## src/rtl/readout_map.svh

```systemverilog
// Address map, field positions and reset values of the status readout.
// Assumes it is included by bare name from the package only; the modules use its macros without including it.
`ifndef READOUT_MAP_SVH
`define READOUT_MAP_SVH

// ----------------------------------------------------------------------
// Global registers, decoded whenever address bit 5 is set
// ----------------------------------------------------------------------
`define ADDR_GLOBAL_BIT   5
`define ADDR_REVISION     6'h20
`define ADDR_PAGE         6'h21
`define ADDR_CMP_SRC      6'h25
`define ADDR_CHN_SRC      6'h26
`define ADDR_OVF_SRC      6'h28
`define ADDR_CMP_MASK     6'h29
`define ADDR_CHN_MASK     6'h2A
`define ADDR_OVF_MASK     6'h2C

// ----------------------------------------------------------------------
// Field positions inside the 16-bit words
// ----------------------------------------------------------------------
`define CMP_LSB           12
`define CHN_LSB           4
`define OVF_LSB           0

// ----------------------------------------------------------------------
// Page map
// ----------------------------------------------------------------------
`define PAGE_RESULTS      16'h1C20
`define PAGE_GENERAL      16'h1C00
`define CHAN_AREA_END     16'h1800
`define CHAN_SHIFT        9
`define CHAN_LAST         4'hB
`define SUB_SHIFT         5
`define SUB_UNUSED        4'h6
`define SUB_LAST          4'h9
`define SUB_CTRL_SHORT    4'h9
`define CTRL_SHORT_LAST   5'h1D
`define GEN_A_LAST        5'h11
`define GEN_B_FIRST       5'h1A
`define GEN_B_LAST        5'h1E
`define RESULT_LAST       5'h07
`define CHECKSUM_ADDR     5'h0C

// ----------------------------------------------------------------------
// Reset values
// ----------------------------------------------------------------------
`define PAGE_RST          16'h0000
`define WORD_ZERO         16'h0000

`endif

```

## src/rtl/readout_pkg.sv

```systemverilog
// Types shared by the status readout and its page decoder.
// Assumes readout_map.svh is on the include path.
package readout_pkg;
  `include "readout_map.svh"

  // Host port sequencing, one-hot
  typedef enum logic [2:0] {
    PORT_IDLE  = 3'h1,
    PORT_READ  = 3'h2,
    PORT_WRITE = 3'h4
  } port_state_t;

  // Result of decoding the page register and a paged address
  typedef struct packed {
    logic       used;         // Location has a function
    logic       chan_page;    // Per-channel coefficient or control page
    logic       result_page;  // Composite results and checksum page
    logic [3:0] chan;         // Upconverter channel index
    logic [3:0] sub;          // Page inside the channel block
  } page_info_t;

  // Configuration write handed to the coefficient and control stores
  typedef struct packed {
    logic [15:0] page;
    logic [4:0]  addr;
    logic [15:0] data;
  } cfg_write_t;
endpackage

```

## src/rtl/page_decode.sv

```systemverilog
// Combinational decode of page select plus paged address into a location class.
// Assumes the caller registers the result; no state of its own.
`timescale 1ns/1ps
module page_decode
  import readout_pkg::*;
(
  input  wire logic [15:0] page,  // Current page select
  input  wire logic [4:0]  addr,  // Paged address
  output page_info_t       info   // Decoded location class
);

  // ----------------------------------------------------------------------
  // Sub-page check inside a channel block
  // ----------------------------------------------------------------------
  function automatic logic sub_used(input logic [3:0] sub, input logic [4:0] a);
    logic ok;
    ok = (sub <= `SUB_LAST) && (sub != `SUB_UNUSED);
    if (sub == `SUB_CTRL_SHORT) begin
      ok = a <= `CTRL_SHORT_LAST;
    end
    return ok;
  endfunction

  // Channel base is channel index times the page stride [RULE6]
  logic [3:0] chan;
  logic [3:0] sub;
  logic       base_ok;
  logic       gen_ok;
  logic       res_ok;

  assign chan    = page[`CHAN_SHIFT+3:`CHAN_SHIFT];
  assign sub     = page[`CHAN_SHIFT-1:`SUB_SHIFT];
  assign base_ok = (page < `CHAN_AREA_END) && (chan <= `CHAN_LAST) && (page[`SUB_SHIFT-1:0] == 5'h00);
  assign gen_ok  = (page == `PAGE_GENERAL) &&
                   ((addr <= `GEN_A_LAST) || ((addr >= `GEN_B_FIRST) && (addr <= `GEN_B_LAST)));
  assign res_ok  = (page == `PAGE_RESULTS) && ((addr <= `RESULT_LAST) || (addr == `CHECKSUM_ADDR));

  // Only listed pages and addresses count as used; the rest have no function [RULE7]
  always_comb begin
    info             = '0;
    info.chan        = chan;
    info.sub         = sub;
    info.chan_page   = base_ok && sub_used(sub, addr);
    info.result_page = res_ok;
    info.used        = info.chan_page || gen_ok || res_ok;
  end

endmodule

```

## src/rtl/upconverter_status_readout.sv

```systemverilog
// Status and measurement register bank of the upconverter with paged decode.
// Assumes host port pins are synchronous to clk and held for at least two clocks.
//
// Summary of operation
// RULE1 - Read-only 5-bit revision at global address 0x20, bit 0.
// RULE2 - Composite meter interrupt flags, 4 bits from bit 12 at 0x25.
// RULE3 - Channel meter interrupt flags, 12 bits from bit 4 at 0x26.
// RULE4 - Integrator-comb overflow flags, 12 bits from bit 0 at 0x28.
// RULE5 - Four 32-bit composite results on page 0x1C20, low half at even address.
// RULE6 - Channel page base is channel index times 0x0200, channels 0 to 11.
// RULE7 - Only listed pages are used; all other pages have no function.
// RULE8 - Status and measurement registers may be read at any time.
// RULE9 - 16-bit page select at 0x21 steers paged addresses 0x00 to 0x1F.
// RULE10 - Addresses 0x20 to 0x3F decode directly, ignoring the page select.
// RULE11 - Interrupt output goes active when any unmasked flag is set.
// RULE12 - Reading a source register clears its flags and the interrupt.
// RULE13 - Writes to read-only or unused places ignored; unused reads give zero.
`timescale 1ns/1ps
module upconverter_status_readout
  import readout_pkg::*;
#(
  parameter logic [4:0] REVISION = 5'h01  // Arbitrary value
)(
  input  wire logic              clk,            // 125 MHz clock
  input  wire logic              rst_n,          // Async reset, active low
  input  wire logic              ce_n,           // Chip enable, active low
  input  wire logic              rd_n,           // Read strobe, active low
  input  wire logic              wr_n,           // Write strobe, active low
  input  wire logic [5:0]        addr,           // Register address
  input  wire logic [15:0]       data_in,        // Data pins, input side
  output logic      [15:0]       data_out,       // Data pins, output side
  output logic                   data_oe,        // High while driving the data pins
  input  wire logic [3:0][31:0]  comp_power,     // Composite power meter results
  input  wire logic [15:0]       checksum,       // Transmit checksum result
  input  wire logic [3:0]        comp_meter_evt, // Composite meter interrupt events
  input  wire logic [11:0]       chan_meter_evt, // Channel meter interrupt events
  input  wire logic [11:0]       ovf_evt,        // Overflow detector events
  output logic                   irq,            // Interrupt, active high
  output logic      [15:0]       page_sel,       // Current page select
  output logic                   cfg_wr_stb,     // One-cycle write to a used config page
  output cfg_write_t             cfg_wr          // Page, address and data of that write
);

  // ----------------------------------------------------------------------
  // Host port sequencing
  // ----------------------------------------------------------------------
  port_state_t state_ff;
  port_state_t nxt_state;
  logic [5:0]  addr_ff;
  logic [5:0]  nxt_addr;
  logic [15:0] wdata_ff;
  logic [15:0] nxt_wdata;
  logic        rd_done;
  logic        wr_done;

  // Address and data follow the pins for the whole strobe; the last value counts
  always_comb begin
    nxt_state = state_ff;
    nxt_addr  = addr_ff;
    nxt_wdata = wdata_ff;
    rd_done   = 1'b0;
    wr_done   = 1'b0;
    case (state_ff)
      PORT_IDLE: begin
        nxt_addr = addr;
        if (!ce_n && !rd_n) begin
          nxt_state = PORT_READ;
        end else if (!ce_n && !wr_n) begin
          nxt_state = PORT_WRITE;
          nxt_wdata = data_in;
        end
      end
      PORT_READ: begin
        if (ce_n || rd_n) begin
          nxt_state = PORT_IDLE;
          rd_done   = 1'b1;
        end else begin
          nxt_addr = addr;
        end
      end
      PORT_WRITE: begin
        // Data is taken on the release of the strobe
        if (ce_n || wr_n) begin
          nxt_state = PORT_IDLE;
          wr_done   = 1'b1;
        end else begin
          nxt_addr  = addr;
          nxt_wdata = data_in;
        end
      end
      default: begin
        nxt_state = PORT_IDLE;
      end
    endcase
  end

  always_ff @(posedge clk or negedge rst_n) begin
    if (!rst_n) begin
      state_ff <= PORT_IDLE;
      addr_ff  <= 6'h00;
      wdata_ff <= `WORD_ZERO;
    end else begin
      state_ff <= nxt_state;
      addr_ff  <= nxt_addr;
      wdata_ff <= nxt_wdata;
    end
  end

  // ----------------------------------------------------------------------
  // Address decode
  // ----------------------------------------------------------------------
  logic       is_global;
  page_info_t info;
  logic [15:0] page_ff;

  // Bit 5 selects the unpaged global space regardless of page [RULE10]
  assign is_global = addr_ff[`ADDR_GLOBAL_BIT];

  page_decode u_page_decode (
    .page (page_ff),
    .addr (addr_ff[4:0]),
    .info (info)
  );

  // ----------------------------------------------------------------------
  // Page select, masks, flags and config write strobe
  // ----------------------------------------------------------------------
  logic [15:0] nxt_page;
  logic [3:0]  cmp_mask_ff;
  logic [3:0]  nxt_cmp_mask;
  logic [11:0] chn_mask_ff;
  logic [11:0] nxt_chn_mask;
  logic [11:0] ovf_mask_ff;
  logic [11:0] nxt_ovf_mask;
  logic [3:0]  cmp_flag_ff;
  logic [3:0]  nxt_cmp_flag;
  logic [11:0] chn_flag_ff;
  logic [11:0] nxt_chn_flag;
  logic [11:0] ovf_flag_ff;
  logic [11:0] nxt_ovf_flag;
  logic        irq_ff;
  logic        nxt_irq;
  logic        cfg_stb_ff;
  logic        nxt_cfg_stb;
  cfg_write_t  cfg_ff;
  cfg_write_t  nxt_cfg;

  always_comb begin
    nxt_page     = page_ff;
    nxt_cmp_mask = cmp_mask_ff;
    nxt_chn_mask = chn_mask_ff;
    nxt_ovf_mask = ovf_mask_ff;
    nxt_cfg_stb  = 1'b0;
    nxt_cfg      = cfg_ff;
    // Global writes; read-only places are left alone [RULE13]
    if (wr_done && is_global) begin
      case (addr_ff)
        `ADDR_PAGE:     nxt_page     = wdata_ff;                        // [RULE9]
        `ADDR_CMP_MASK: nxt_cmp_mask = wdata_ff[`CMP_LSB+3:`CMP_LSB];
        `ADDR_CHN_MASK: nxt_chn_mask = wdata_ff[`CHN_LSB+11:`CHN_LSB];
        `ADDR_OVF_MASK: nxt_ovf_mask = wdata_ff[`OVF_LSB+11:`OVF_LSB];
        default:        nxt_page     = page_ff;
      endcase
    end
    // Paged writes reach config stores only on used, writable pages [RULE7] [RULE13]
    if (wr_done && !is_global && info.used && !info.result_page) begin
      nxt_cfg_stb  = 1'b1;
      nxt_cfg.page = page_ff;
      nxt_cfg.addr = addr_ff[4:0];
      nxt_cfg.data = wdata_ff;
    end
  end

  // Flags: a source read clears its field, a new event in that cycle still sets [RULE12]
  always_comb begin
    nxt_cmp_flag = cmp_flag_ff;
    nxt_chn_flag = chn_flag_ff;
    nxt_ovf_flag = ovf_flag_ff;
    if (rd_done && (addr_ff == `ADDR_CMP_SRC)) begin
      nxt_cmp_flag = 4'h0;
    end
    if (rd_done && (addr_ff == `ADDR_CHN_SRC)) begin
      nxt_chn_flag = 12'h000;
    end
    if (rd_done && (addr_ff == `ADDR_OVF_SRC)) begin
      nxt_ovf_flag = 12'h000;
    end
    nxt_cmp_flag = nxt_cmp_flag | comp_meter_evt;
    nxt_chn_flag = nxt_chn_flag | chan_meter_evt;
    nxt_ovf_flag = nxt_ovf_flag | ovf_evt;
    // A mask bit set to 1 keeps its source off the interrupt [RULE11]
    nxt_irq = |(nxt_cmp_flag & ~cmp_mask_ff) |
              |(nxt_chn_flag & ~chn_mask_ff) |
              |(nxt_ovf_flag & ~ovf_mask_ff);
  end

  always_ff @(posedge clk or negedge rst_n) begin
    if (!rst_n) begin
      page_ff     <= `PAGE_RST;
      cmp_mask_ff <= 4'h0;
      chn_mask_ff <= 12'h000;
      ovf_mask_ff <= 12'h000;
      cmp_flag_ff <= 4'h0;
      chn_flag_ff <= 12'h000;
      ovf_flag_ff <= 12'h000;
      irq_ff      <= 1'b0;
      cfg_stb_ff  <= 1'b0;
      cfg_ff      <= '0;
    end else begin
      page_ff     <= nxt_page;
      cmp_mask_ff <= nxt_cmp_mask;
      chn_mask_ff <= nxt_chn_mask;
      ovf_mask_ff <= nxt_ovf_mask;
      cmp_flag_ff <= nxt_cmp_flag;
      chn_flag_ff <= nxt_chn_flag;
      ovf_flag_ff <= nxt_ovf_flag;
      irq_ff      <= nxt_irq;
      cfg_stb_ff  <= nxt_cfg_stb;
      cfg_ff      <= nxt_cfg;
    end
  end

  // ----------------------------------------------------------------------
  // Read data path
  // ----------------------------------------------------------------------
  logic [15:0] data_ff;
  logic [15:0] nxt_data;
  logic        oe_ff;
  logic        nxt_oe;
  logic [1:0]  meter;

  assign meter = addr_ff[2:1];

  // Reads are served in any state of the chip, live values each cycle [RULE8]
  always_comb begin
    nxt_data = `WORD_ZERO;
    nxt_oe   = (state_ff == PORT_READ) && !rd_done;
    if (is_global) begin
      case (addr_ff)
        `ADDR_REVISION: nxt_data[4:0]                  = REVISION;     // [RULE1]
        `ADDR_PAGE:     nxt_data                       = page_ff;
        `ADDR_CMP_SRC:  nxt_data[`CMP_LSB+3:`CMP_LSB]   = cmp_flag_ff;  // [RULE2]
        `ADDR_CHN_SRC:  nxt_data[`CHN_LSB+11:`CHN_LSB]  = chn_flag_ff;  // [RULE3]
        `ADDR_OVF_SRC:  nxt_data[`OVF_LSB+11:`OVF_LSB]  = ovf_flag_ff;  // [RULE4]
        `ADDR_CMP_MASK: nxt_data[`CMP_LSB+3:`CMP_LSB]   = cmp_mask_ff;
        `ADDR_CHN_MASK: nxt_data[`CHN_LSB+11:`CHN_LSB]  = chn_mask_ff;
        `ADDR_OVF_MASK: nxt_data[`OVF_LSB+11:`OVF_LSB]  = ovf_mask_ff;
        default:        nxt_data                       = `WORD_ZERO;   // [RULE13]
      endcase
    end else if (info.result_page) begin
      if (addr_ff[4:0] == `CHECKSUM_ADDR) begin
        nxt_data = checksum;
      end else if (addr_ff[0]) begin
        nxt_data = comp_power[meter][31:16];  // [RULE5]
      end else begin
        nxt_data = comp_power[meter][15:0];   // [RULE5]
      end
    end
    // Config pages are stored outside this block and read back as zero here
    if (!nxt_oe) begin
      nxt_data = `WORD_ZERO;
    end
  end

  always_ff @(posedge clk or negedge rst_n) begin
    if (!rst_n) begin
      data_ff <= `WORD_ZERO;
      oe_ff   <= 1'b0;
    end else begin
      data_ff <= nxt_data;
      oe_ff   <= nxt_oe;
    end
  end

  // ----------------------------------------------------------------------
  // Outputs, all straight from flip-flops
  // ----------------------------------------------------------------------
  assign data_out   = data_ff;
  assign data_oe    = oe_ff;
  assign irq        = irq_ff;
  assign page_sel   = page_ff;
  assign cfg_wr_stb = cfg_stb_ff;
  assign cfg_wr     = cfg_ff;

endmodule

```

## config.mk

```make
export PLATFORM = sky130hd
export DESIGN_NAME = upconverter_status_readout
export DESIGN_NICKNAME = d
export VERILOG_FILES = /design/src/rtl/readout_pkg.sv /design/src/rtl/page_decode.sv /design/src/rtl/upconverter_status_readout.sv
export VERILOG_INCLUDE_DIRS = /design/src /design/src/rtl
export SDC_FILE = /design/constraint.sdc
export NUM_CORES = 1
export LEC_CHECK = 0
export BUFFER_PORTS_ARGS = -buffer_cell sky130_fd_sc_hd__buf_2
export CORE_MARGIN = 2
export CORE_UTILIZATION = 35
export CTS_CLUSTER_DIAMETER = 150
export DETAILED_ROUTE_END_ITERATION = 7
export PLACE_DENSITY = 0.59
export SYNTH_ARGS = -nofsm -noshare
export SYNTH_HDL_FRONTEND = slang
export SYNTH_SLANG_ARGS = --single-unit
export TNS_END_PERCENT = 100
```

## constraint.sdc

```tcl
create_clock -name clk -period 2.49 [get_ports clk]
set_input_delay 0.498 -clock clk [delete_from_list [all_inputs] [get_ports clk]]
set_output_delay 0.498 -clock clk [all_outputs]
set_load 0.1 [all_outputs]
```

# --- Word level (Yosys, flattened, before mapping) ---
# Cells that the tools add are included.
# Widths: inputs -> output; s select.
word_totals:
  ramBits: 0
  latchBits: 0
  register_bits: 153
  n_memories: 0
  inputBits: 199
  rom_bits: 0
classes:
  eq_ne: 23
  mul: 0
  shifts: 0
  addsub: 0
  n_lt_le_gt_ge: 9
  div: 0
  reduce_logical: 42
  n_bitwise: 11
  muxes: 32
ops:
  columns: ["op", "n"]
  rows:
  - ["$mux 16", 8]
  - ["$bmux 32 s2", 1]
  - ["$eq 6x6->1 const B", 8]
  - ["$pmux 7 s5", 1]
  - ["$eq 16x13->1 const B", 2]
  - ["$mux 32", 1]
  - ["$pmux 16 s2", 1]
  - ["$and 12x12->12", 2]
  - ["$mux 12", 2]
  - ["$not 12->12", 2]
  - ["$or 12x12->12", 2]
  - ["$reduce_or 12->1", 2]
  - ["$pmux 4 s5", 1]
  - ["$pmux 6 s3", 1]
  - ["$logic_and 1x1->1", 17]
  - ["$lt 16x13->1 const B", 1]
  - ["$pmux 4 s4", 1]
  - ["$le 5x5->1 const B", 3]
  - ["$mux 3", 4]
  - ["$mux 6", 2]
  - ["$ne 2x2->1 const B", 6]
  - ["$pmux 3 s3", 1]
  - ["$le 4x4->1 const B", 2]
  - ["$reduce_and 2->1", 4]
  - ["other kinds (25)", 42]

# --- Depth between registers and ports, before layout ---
# Gate-level depths: netlist (run 1).
depth:
  depth_word: 10
  mapped_depth: 7

# --- Modules after synthesis ---
# Synthesis (run 1) repeated with hierarchy kept, for this count alone.
unflattened:
  cells_unflattened: 733
  hier_area_um2: 7985.2
modules_own_cells:
  columns: ["mod", "area_each_um2", "seq_area_each_um2", "instances", "cells_each"]
  rows:
  - ["upconverter_status_readout", 7763.7, 3829.9, 1, 699]
  - ["page_decode", 221.5, 0.0, 1, 34]

# --- Least setup slack after synthesis (run 1) ---
# OpenSTA, ideal clock, no wires.
synth_timing:
  kind: "register to register"
  startpoint: "reg page_ff[11], in the netlist page_sel[11]"
  endpoint: "reg cfg_ff (netlist bit cfg_wr[26])"
  setup_slack_ps: -355
  setup_ps: 127
  path_buffers: 1
  arrival_ps: 2718
  path_stages_with_launch: 7
  cell_sequence: "dfrtp_1 > and4bb_1 > nand4_1 > or4b_1 > o211ai_4 > buf_12 > mux2_4"
synth_between:
  elab_chain_len: 8
  elab_cells_between_ends: 14
  cone_classes: "order compare (2); eq/ne (2); reduce/logical (10)"
synth_lines:
  columns: ["element", "line", "source"]
  rows:
  - ["from (decl)", "upconverter_status_readout.sv:114", "logic [15:0] page_ff;"]
  - ["from (signal assigned)", "upconverter_status_readout.sv:199", "page_ff <= `PAGE_RST;"]
  - ["from (signal assigned)", "upconverter_status_readout.sv:210", "page_ff <= nxt_page;"]
  - ["$lt 16x13->1 (no line) / $le 4x4->1 (equally long branches)", null, null]
  - ["$logic_and 1x1->1 (2 in a row)", "page_decode.sv:33", "assign base_ok = (page < `CHAN_AREA_END) && (chan <= `CHAN_LAST) && (page[`SUB_SHIFT-1:0] == 5'h00);"]
  - ["$logic_and 1x1->1", "page_decode.sv:43", "info.chan_page = base_ok && sub_used(sub, addr);"]
  - ["$logic_or 1x1->1 (2 in a row)", "page_decode.sv:45", "info.used = info.chan_page || gen_ok || res_ok;"]
  - ["$logic_and 1x1->1", "upconverter_status_readout.sv:166", "if (wr_done && !is_global && info.used && !info.result_page) begin"]
  - ["$logic_and 1x1->1 *", "upconverter_status_readout.sv:166", null]
  - ["to (signal assigned)", "upconverter_status_readout.sv:219", "cfg_ff <= nxt_cfg;"]
  - ["to (decl)", "upconverter_status_readout.sv:145", "cfg_write_t cfg_ff;"]
# Mark *: on every way between the ends. The rest lies on a longest branch, timed or not.
# A chain may end at the register's enable or synchronous reset.

# --- Final worst setup path (run 1) ---
layout_timing:
  startpoint: "reg page_ff[13], in the netlist page_sel[13]"
  endpoint: "reg cfg_ff (netlist bit cfg_wr[6])"
layout_between:
  elab_chain_len: 8
  elab_cells_between_ends: 13
  cone_classes: "order compare (1); eq/ne (2); reduce/logical (10)"
layout_lines:
  columns: ["element", "line"]
  rows:
  - ["$lt 16x13->1 (no line)", null]
  - ["$logic_and 1x1->1 (2 in a row)", "page_decode.sv:33"]
  - ["$logic_and 1x1->1", "page_decode.sv:43"]
  - ["$logic_or 1x1->1 (2 in a row)", "page_decode.sv:45"]
  - ["$logic_and 1x1->1", "upconverter_status_readout.sv:166"]
  - ["$logic_and 1x1->1 *", "upconverter_status_readout.sv:166"]
# Marks and branches as above.

==> run metrics, run 1 <==
fraction of the yosys area taken by sequential cells 48.6%; count of yosys warnings during synthesis 0; transition at the pin with the smallest max-transition slack around 740 ps; clock tree from TritonCTS yes; crit share post-route 94.5%; Post-Synth XOR/XNOR Area 0%; routed vias 6666; count of mapped cells out of synthesis between 600 and 700; max cap viols 0; count of port buffers added during placement 270; switching share of total power 32.4%; maximum number of pins on one net before global-route repair 60; worst relative slew slack 50.6%; unrepaired setup endpoints after global routing false; HPWL reported at the end of detailed placement between 20 and 25 mm; standard-cell rows 54; max-slew violation count 0; result of the run complete, no violations; number of placed I/O pins between 200 and 300; shortest clock period the worst path allows after layout about 2400 ps; clock tree skew after final layout 8.87 ps; total length of routed wires 27.6 mm; Die X 154 um; dominant register cell in the synthesized netlist dfrtp_1; share of async-settable or async-resettable flops after synthesis 100%; data arrival time of the worst path 2660 ps; largest family of logic cells by synthesized area multiplexers; Core Box Area 22000 um^2; dominant cells by area after synthesis dfrtp_1 (48%), mux2_2 (10%), mux4_2 (9.1%), mux2_4 (3.8%), nand2_1 (2.1%); violation count after the first detailed-route iteration 627; Flop pwr share 38.3%; cts repair resizes 0; GR Overflow Total 0; design internal power approximately 5 mW; required arrival time at the worst endpoint 2790 ps; post-route standard cell area excluding fillers 10400 um^2; ratio of routed vias to standard cells 5.45; top-area cell type share of the netlist area 48.3%; number of antenna violations at the first check in global routing 4; antenna-violating nets left 0; IR drop worst, VDD 0.477 mV; Num CTS Buffers 17; Combinational Power Share 25.2%; cell at the root of the clock tree clkbuf_16; first-pass GRT wire length about 40 mm; total number of H-tree levels 4; clock power share 36.5%; count of nets after finishing between 1000 and 1500; largest fanout on the critical path 22; global-route total usage across every layer 23.3%; category of the critical setup timing path flop to flop; Pwr Density 726 nW/um^2; type of element launching the critical path flop; fraction of layout cells with a size suffix above 1 52.5%; number of iterations in the first detailed-routing pass 6; setup violation total in the final timing report 0; count of state elements after synthesis 153; simple-gate share of the synthesized area 10.6%; leak pwr 5.14 nW; final-report hold violation count 0; Reg clk slew, reported paths 60 ps; initial standard-cell utilization of the core 35.9%; synthesized-area fraction occupied by adder cells 0%; number of synthesized flops with an enable pin 0; class of the tightest hold or removal check primary input to asynchronous set/reset pin; clock latency on the worst-skew pair about 420 ps; post-layout instance count excluding filler cells between 1000 and 1500; synthesized-area fraction occupied by ao, oa, aoi and oai cells 12.5%; Total Die Area 23700 um^2; Total Power Consumption 7.57 mW; via count of the first global-routing pass 6776; area grow syn2layout 32.4%; vertical extent of the die approximately 150 um; routability cong. 0.918; average instance area after synthesis 12.5 um^2; switching power total 2.46 mW; detailed-route wire length per cell between 20 and 25 um; detailed-route DRC error count 0; aggregate negative setup slack 0 ps; most instantiated library cell after synthesis dfrtp_1; Critical Path Sink Type flop; cell type with the highest aggregate area in the netlist dfrtp_1; mux share of post-synthesis cell area between 20% and 30%; post-synthesis cell area 7880 um^2; number of sinks handled by clock tree synthesis 153; most frequent cells after synthesis dfrtp_1 (152), mux2_2 (70), nand2_1 (45); placed inst area 9790 um^2; Clock Path Buffers 2; post-synth cell types 60; number of placed instances with taps included 1188; net count after synthesis 830; Post-CTS Hold Buffers 0; number of buffers inserted to repair setup after CTS 0; Max Fclk ~0.42 GHz
-- power groups by stage --
stage	clock network [mW]	registers (mW)	logic, mW
finish	2.76	2.90	1.91
global route	2.94	2.93	2.03
CTS	2.83	2.90	1.93
detailed placement	0	2.95	1.92
global placement	0	2.95	1.90
floorplan	0	3.41	0.827
-- layer usage --
layer	vias up	track usage, %	routed length [um]
li1	2987	-	-
met1	3302	28.1	10600
met2	327	40.5	13800
met3	48	5.02	2160
met4	2	9.52	952
met5	-	0	13
-- kinds of logic (layout without fill, tap and decap cells) --
family / after synthesis / count (layout)
other: 0 / 3
buffers and inverters: 58 / 366
flip-flops: 153 / 153
AND/OR/NAND/NOR: 155 / 155
AO/OA/AOI/OAI: 130 / 130
multiplexers: 135 / 135
-- cell usage in the layout (no fill, tap or decap), types with 21 or more instances in the layout --
master,synthesis,layout
buf_2,10,269
dfrtp_1,152,135
mux2_2,70,70
nand2_1,45,45
nor2_1,39,39
buf_4,1,36
mux4_2,32,32
inv_1,25,25
a22oi_1,21,21
-- per-stage QoR --
step | hold WS (ps) | setup WS [ps] | utilization (%)
after floorplan | 202 | 5.94 | -
after global placement | 464 | 184 | 44.6
after detailed placement | 466 | 133 | 44.6
after CTS | 16.6 | 139 | 47.5
after global routing | 32.5 | 26.6 | 47.5
final | 13.3 | 137 | 47.5
-- state kept, by name, indices dropped and copies added, names as in the netlist, 3 cells and up --
register     flops
chn_flag_ff     12
ovf_flag_ff     12
wdata_ff        16
cmp_mask_ff      4
page_sel        16
chn_mask_ff     12
state_ff         3
addr_ff          6
cmp_flag_ff      4
cfg_wr          37
data_out        16
ovf_mask_ff     12
-- path summary, 6_finish.rpt --
check	from	to	slack (ps)	cells past startpoint
setup reg to reg	page_sel[13]	cfg_wr[6]	140	7
hold reg to reg	cfg_wr[22]	cfg_wr[22]	480	1
max in group asynchronous	rst_n	state_ff[0]	1740	2
setup / recovery	page_sel[13]	cfg_wr[6]	140	7
hold / removal	rst_n	cfg_wr[22]	10	1
min in group clk	chan_meter_evt[4]	chn_flag_ff[4]	280	3
-- worst max-delay path, stage by stage, from the launching register on --
cell,delay (ps)
dfrtp_2,420
nor3_1,200
buf_4,160
nand4_1,160
or4b_4,590
o211ai_4,130
buf_12,210
mux2_2,340
-- cell type report --
cell class / instances / area (um^2)
fill: 2058 / 11500
timing repair buffer: 310 / 1710
sequential: 153 / 3860
inverter: 25 / 93.8
antenna: 3 / 7.51
multi-input combinational: 420 / 3780
clock inverter: 11 / 169
tap: 280 / 350
clock buffer: 20 / 457
Power figures use the tool's default switching activity.
==> inputs of run 2 (changes only) <==
--- a/config.mk
+++ b/config.mk
@@ -7,11 +7,13 @@
 export NUM_CORES = 1
 export LEC_CHECK = 0
 export BUFFER_PORTS_ARGS = -buffer_cell sky130_fd_sc_hd__buf_2
+export CELL_PAD_IN_SITES_DETAIL_PLACEMENT = 1
+export CELL_PAD_IN_SITES_GLOBAL_PLACEMENT = 1
 export CORE_MARGIN = 2
 export CORE_UTILIZATION = 35
 export CTS_CLUSTER_DIAMETER = 150
 export DETAILED_ROUTE_END_ITERATION = 7
-export PLACE_DENSITY = 0.59
+export PLACE_DENSITY = 0.73
 export SYNTH_ARGS = -nofsm -noshare
 export SYNTH_HDL_FRONTEND = slang
 export SYNTH_SLANG_ARGS = --single-unit
==> run 2 against run 1 <==
  * Total power is 0.79% higher
  * Final cell count is 0.25% higher
  * Sequential share of layout area is 0.17 points lower
  * Critical path depth is 2 lower
==> run metrics, run 2 (synthesis results as in run 1) <==
largest fanout on the critical path 6; HPWL reported at the end of detailed placement 23.1 mm; vertical extent of the die 154 um; class of the tightest hold or removal check primary input to asynchronous set/reset pin; leading cell types in the layout, fill and taps excluded buf_2 (269), dfrtp_1 (133), mux2_2 (70); Core Box Area 22000 um^2; clock tree skew after final layout ~9.0 ps; leak pwr around 5.2 nW; antenna-violating nets left 0; final-report hold violation count 0; fraction of layout cells with a size suffix above 1 52.6%; sequential standard cell area ~3900 um^2; number of placed I/O pins 271; Pwr Density 728 nW/um^2; maximum number of pins on one net before global-route repair 55; unrepaired setup endpoints after global routing false; first-pass GRT wire length 44.4 mm; Die X ~150 um; WHS 41.4 ps; number of antenna violations at the first check in global routing 4; Num CTS Buffers 17; aggregate negative setup slack 0 ps; shortest clock period the worst path allows after layout 2450 ps; number of flip-flops in the largest register 37; type of element launching the critical path flop; count of nets after finishing roughly 1100; transition at the pin with the smallest max-transition slack 684 ps; count of port buffers added during placement 270; detailed-route DRC error count 0; data arrival time of the worst path 2750 ps; required arrival time at the worst endpoint 2800 ps; Max Fclk 0.409 GHz; Total Die Area 23700 um^2; category of the critical setup timing path flop to flop; number of sinks handled by clock tree synthesis 153; final setup slack of the worst path 44.2 ps; Reg clk slew, reported paths 60 ps; number of iterations in the first detailed-routing pass 6; Critical Path Sink Type flop; Post-CTS Hold Buffers 0; cell at the root of the clock tree clkbuf_16; max cap viols 0; ratio of routed vias to standard cells 5.52; area used by multi-input combinational logic 3780 um^2; routed vias 6764; standard-cell rows 54; result of the run complete, no violations; detailed-route wire length per cell 24.4 um; filler cell count 2428; initial standard-cell utilization of the core 35.9%; setup violation total in the final timing report 0; number of placed instances with taps included 1187; violation count after the first detailed-route iteration about 530; routability cong. 0.886; IR drop worst, VDD 0.497 mV; global-route total usage across every layer 24.9%; GR Overflow Total 0; Clock Path Buffers 2; post-layout instance count excluding filler cells 1225; max-slew violation count 0; worst slack after detailed placement 122 ps; worst relative slew slack ~54%; total length of routed wires 29.9 mm; clock tree from TritonCTS yes; via count of the first global-routing pass 7342; most common cell after layout, fill and taps aside buf_2; area grow syn2layout 33.1%; clock latency on the worst-skew pair 430 ps; setup slack on the worst flop-to-flop path 40 ps; crit share post-route 98.2%; total number of H-tree levels 4
==> run 2: power breakdown <==
part | leakage, nW | internal [mW] | switching (mW)
Sequential | 1.89 | 2.67 | 0.244
Combinational | 2.97 | 0.737 | 1.23
Clock | 0.296 | 1.72 | 1.03
==> run 2: worst paths after layout <==
kind,from,end,depth (start not counted)
max in group asynchronous,rst_n,state_ff[0],2
min in group clk,chan_meter_evt[4],chn_flag_ff[4],3
worst min register to register,cfg_wr[21],cfg_wr[21],1
worst max register to register,addr_ff[4],cfg_wr[30],5
worst min-delay path,rst_n,cfg_wr[34],1
worst max-delay path,addr_ff[4],cfg_wr[30],5
==> run 2: area by class of cell <==
type | count | share of cell area [%]
Antenna cell | 4 | 0.0954
Clock buffer | 22 | 4.43
Clock inverter | 8 | 1.40
Inverter | 25 | 0.895
Multi-Input combinational cell | 420 | 36.1
Sequential cell | 153 | 36.9
Tap cell | 280 | 3.34
Timing Repair Buffer | 313 | 16.9
==> run 2: critical path, stage by stage (launching register included) <==
cell and delay, ps:
dfrtp_2 450, or4b_1 550, or4b_4 570, o211ai_4 210, clkbuf_16 250, mux2_4 300
==> run 2: stage by stage <==
stage | util [%] | cell area [um^2] | total power, mW
4_1_cts | 47.4 | 10400 | 7.67
3_3_place_gp | 44.6 | 9790 | 4.88
6_report | 47.8 | 10500 | 7.63
5_1_grt | 47.8 | 10500 | 7.89
3_5_place_dp | 44.6 | 9790 | 4.92
2_1_floorplan | - | 7920 | 4.24
==> run 2: timing repair <==
action / in CTS / in global routing
setup buffers: 0 / 2
gates resized for setup: 0 / 4
endpoints found under the hold margin: 0 / 0
endpoints found under the setup margin: 0 / 24
==> run 2: routing by layer <==
metal / part of all wire, % / track usage, % / vias up / routed length (um)
met5: 0 / 0 / - / 0
met4: 2.3 / 7.83 / 0 / 692
li1: - / - / 2986 / -
met1: 40 / 30.1 / 3457 / 12000
met3: 5.9 / 4.79 / 37 / 1780
met2: 52 / 44.6 / 284 / 15500
==> inputs of run 3 (changes only) <==
--- a/config.mk
+++ b/config.mk
@@ -6,6 +6,7 @@
 export SDC_FILE = /design/constraint.sdc
 export NUM_CORES = 1
 export LEC_CHECK = 0
+export ABC_AREA = 1
 export BUFFER_PORTS_ARGS = -buffer_cell sky130_fd_sc_hd__buf_2
 export CELL_PAD_IN_SITES_DETAIL_PLACEMENT = 1
 export CELL_PAD_IN_SITES_GLOBAL_PLACEMENT = 1
@@ -13,7 +14,7 @@
 export CORE_UTILIZATION = 35
 export CTS_CLUSTER_DIAMETER = 150
 export DETAILED_ROUTE_END_ITERATION = 7
-export PLACE_DENSITY = 0.73
+export PLACE_DENSITY = 0.79
 export SYNTH_ARGS = -nofsm -noshare
 export SYNTH_HDL_FRONTEND = slang
 export SYNTH_SLANG_ARGS = --single-unit
==> run 3 against run 2 <==
  * Via count up 20%
  * Hold slack better by 8.3 ps
  * Sequential power is 11% higher
==> run metrics, run 3 <==
maximum number of pins on one net before global-route repair 64; Critical Path Sink Type flop; number of synthesized flops with an enable pin 0; required arrival time at the worst endpoint 2820 ps; routability cong. roughly 0.9; via count of the first global-routing pass 8719; shortest clock period the worst path allows after layout 2220 ps; share of async-settable or async-resettable flops after synthesis 100%; number of placed instances with taps included roughly 1600; design internal power 6.11 mW; global-route total usage across every layer 26.6%; Num CTS Buffers 17; result of the run complete, no violations; class of the tightest hold or removal check primary input to asynchronous set/reset pin; cell at the root of the clock tree clkbuf_16; most instantiated library cell after synthesis nand2_1; IR drop worst, VDD 1.26 mV; post-layout instance count excluding filler cells ~1600; Reg clk slew, reported paths ~60 ps; number of sinks handled by clock tree synthesis 153; number of antenna violations at the first check in global routing 1; Combinational Power Share 44.7%; setup violation total in the final timing report 0; leading cell types in the layout, fill and taps excluded nand2_1 (282), buf_2 (269), nor2_1 (158); final setup slack of the worst path about 270 ps; worst slack after detailed placement 288 ps; number of flip-flops in the largest register 37; final-report hold violation count 0; most common cell after layout, fill and taps aside nand2_1; dominant register cell in the synthesized netlist dfrtp_1; cell type with the highest aggregate area in the netlist dfrtp_1; Most Frequent Cell on Critical Path nand2_1; number of placed I/O pins 271; Flop pwr share between 20% and 30%; Core Box Area 22000 um^2; max-slew violation count 0; type of element launching the critical path flop; max cap viols 0; largest incremental delay on the critical path 530 ps; fraction of the yosys area taken by sequential cells 48.6%; crit share post-route 89.4%; count of mapped cells out of synthesis 1046; GR Overflow Total 0; Max Fclk 0.449 GHz; dominant cells by area after synthesis dfrtp_1 (48%), nand2_1 (13%), o21ai_0 (7.6%), nor2_1 (7.5%), inv_1 (5.4%); switching share of total power 46.6%; net count after synthesis 1245; critical path's slowest cell dfrtp_1; Clock Path Buffers 2; initial standard-cell utilization of the core 35.9%; worst relative slew slack 58.4%; violation count after the first detailed-route iteration between 300 and 400; first-pass GRT wire length 48.1 mm; count of yosys warnings during synthesis 0; clock power share 27.0%; count of nets after finishing 1519; Total Die Area about 24000 um^2; total number of H-tree levels 4; fraction of layout cells with a size suffix above 1 29.0%; leak pwr around 5.5 nW; number of iterations in the first detailed-routing pass 7; detailed-route wire length per cell 19.5 um; count of state elements after synthesis 153; critical path cell sequence buf_4 > inv_4 > nand2_1 > nor2_1 > nand2_2 > inv_2 > nand2_1 > nand2_1 > nor4_1 > buf_4 > nor2_1; largest fanout on the critical path 11; area grow syn2layout 31.1%; data arrival time of the worst path 2550 ps; antenna-violating nets left 0; aggregate negative setup slack 0 ps; vertical extent of the die 154 um; HPWL reported at the end of detailed placement 24.5 mm; count of port buffers added during placement 270; clock latency on the worst-skew pair 440 ps; Die X around 150 um; category of the critical setup timing path flop to flop; clock tree from TritonCTS yes; routed vias 8107; post-synth cell types 34; most frequent cells after synthesis nand2_1 (283), nor2_1 (158), dfrtp_1 (152); standard-cell rows 54; detailed-route DRC error count 0; unrepaired setup endpoints after global routing false; top-area cell type share of the netlist area between 40% and 50%; post-synthesis cell area 7880 um^2; clock tree skew after final layout 7.16 ps; Pwr Density 1110 nW/um^2; total length of routed wires 31.4 mm; switching power total 5.34 mW; ratio of routed vias to standard cells 5.02; transition at the pin with the smallest max-transition slack 625 ps; average instance area after synthesis 7.53 um^2
run 3: changes by cell type after synthesis, sizes merged, moves of 32 or more:
cell,before,now
o21ai,8,119
inv,25,124
mux2,96,0
nand2,45,291
mux4,32,0
nor2,39,167
run 3: kinds of logic after synthesis:
kind of cell | share of synthesized area (%)
AND/OR/NAND/NOR | 29.1
AO/OA/AOI/OAI | 13.7
flip-flops | 48.6
buffers and inverters | 8.62
run 3: area by class of cell:
class / instances / area, um^2
repair buffers: 299 / 1610
diodes: 1 / 2.50
inverters: 124 / 468
clock inverters: 15 / 270
clock buffers: 17 / 425
flip-flops and latches: 153 / 3830
well taps: 280 / 350
fillers: 2791 / 11600
multi-input cells: 725 / 3370
run 3: worst paths after layout:
kind / slack (ps) / endpoint / cells past startpoint / from
min in group clk: 270 / wdata_ff[12] / 3 / data_in[12]
hold / removal: 50 / cfg_wr[34] / 1 / rst_n
setup / recovery: 270 / data_out[13] / 11 / addr_ff[1]
hold reg to reg: 480 / ovf_mask_ff[5] / 2 / ovf_mask_ff[5]
max in group asynchronous: 1740 / state_ff[0] / 2 / rst_n
setup reg to reg: 270 / data_out[13] / 11 / addr_ff[1]
run 3: per-layer routing:
layer  share of wire [%]  track usage, %  up-vias  wire length (um)
met2                  49            47.4      275             15500
met4                 3.9            11.9        0              1210
met3                 5.3            4.45       57              1670
li1                    -               -     3882                 -
met1                  41            31.5     3893             13000
met5                   0               0        -                 0
run 3: what timing repair did:
action | 4_1_cts | 5_1_grt
setup endpoints to repair | 0 | 8
resized for setup | 0 | 1
hold buffers | 0 | 0
setup buffers | 0 | 0
run 3: power by group through the flow:
stage	logic, mW	registers [mW]	clock network, mW
3_3_place_gp	5.02	3.26	0
4_1_cts	5.15	3.24	3.11
2_1_floorplan	2.08	4.81	0
6_report	5.12	3.24	3.09
5_1_grt	5.51	3.29	3.21
3_5_place_dp	5.13	3.27	0
run 3: worst max-delay path, delay by kind of cell, from the launching register on:
kind	cells	cell delay [ps]
simple gates	7	950
flops	1	530
buf+inv	4	630
run 3: per-stage QoR:
| step | total power, mW | area, um^2 | utilization, % | hold slack (ps) |
|---|---|---|---|---|
| floorplan | 6.90 | 7880 | - | 202 |
| global placement | 8.28 | 9630 | 43.9 | 462 |
| detailed placement | 8.40 | 9630 | 43.9 | 473 |
| CTS | 11.5 | 10300 | 47.0 | 68.9 |
| global route | 12.0 | 10300 | 47.1 | 91.8 |
| finish | 11.4 | 10300 | 47.1 | 49.7 |
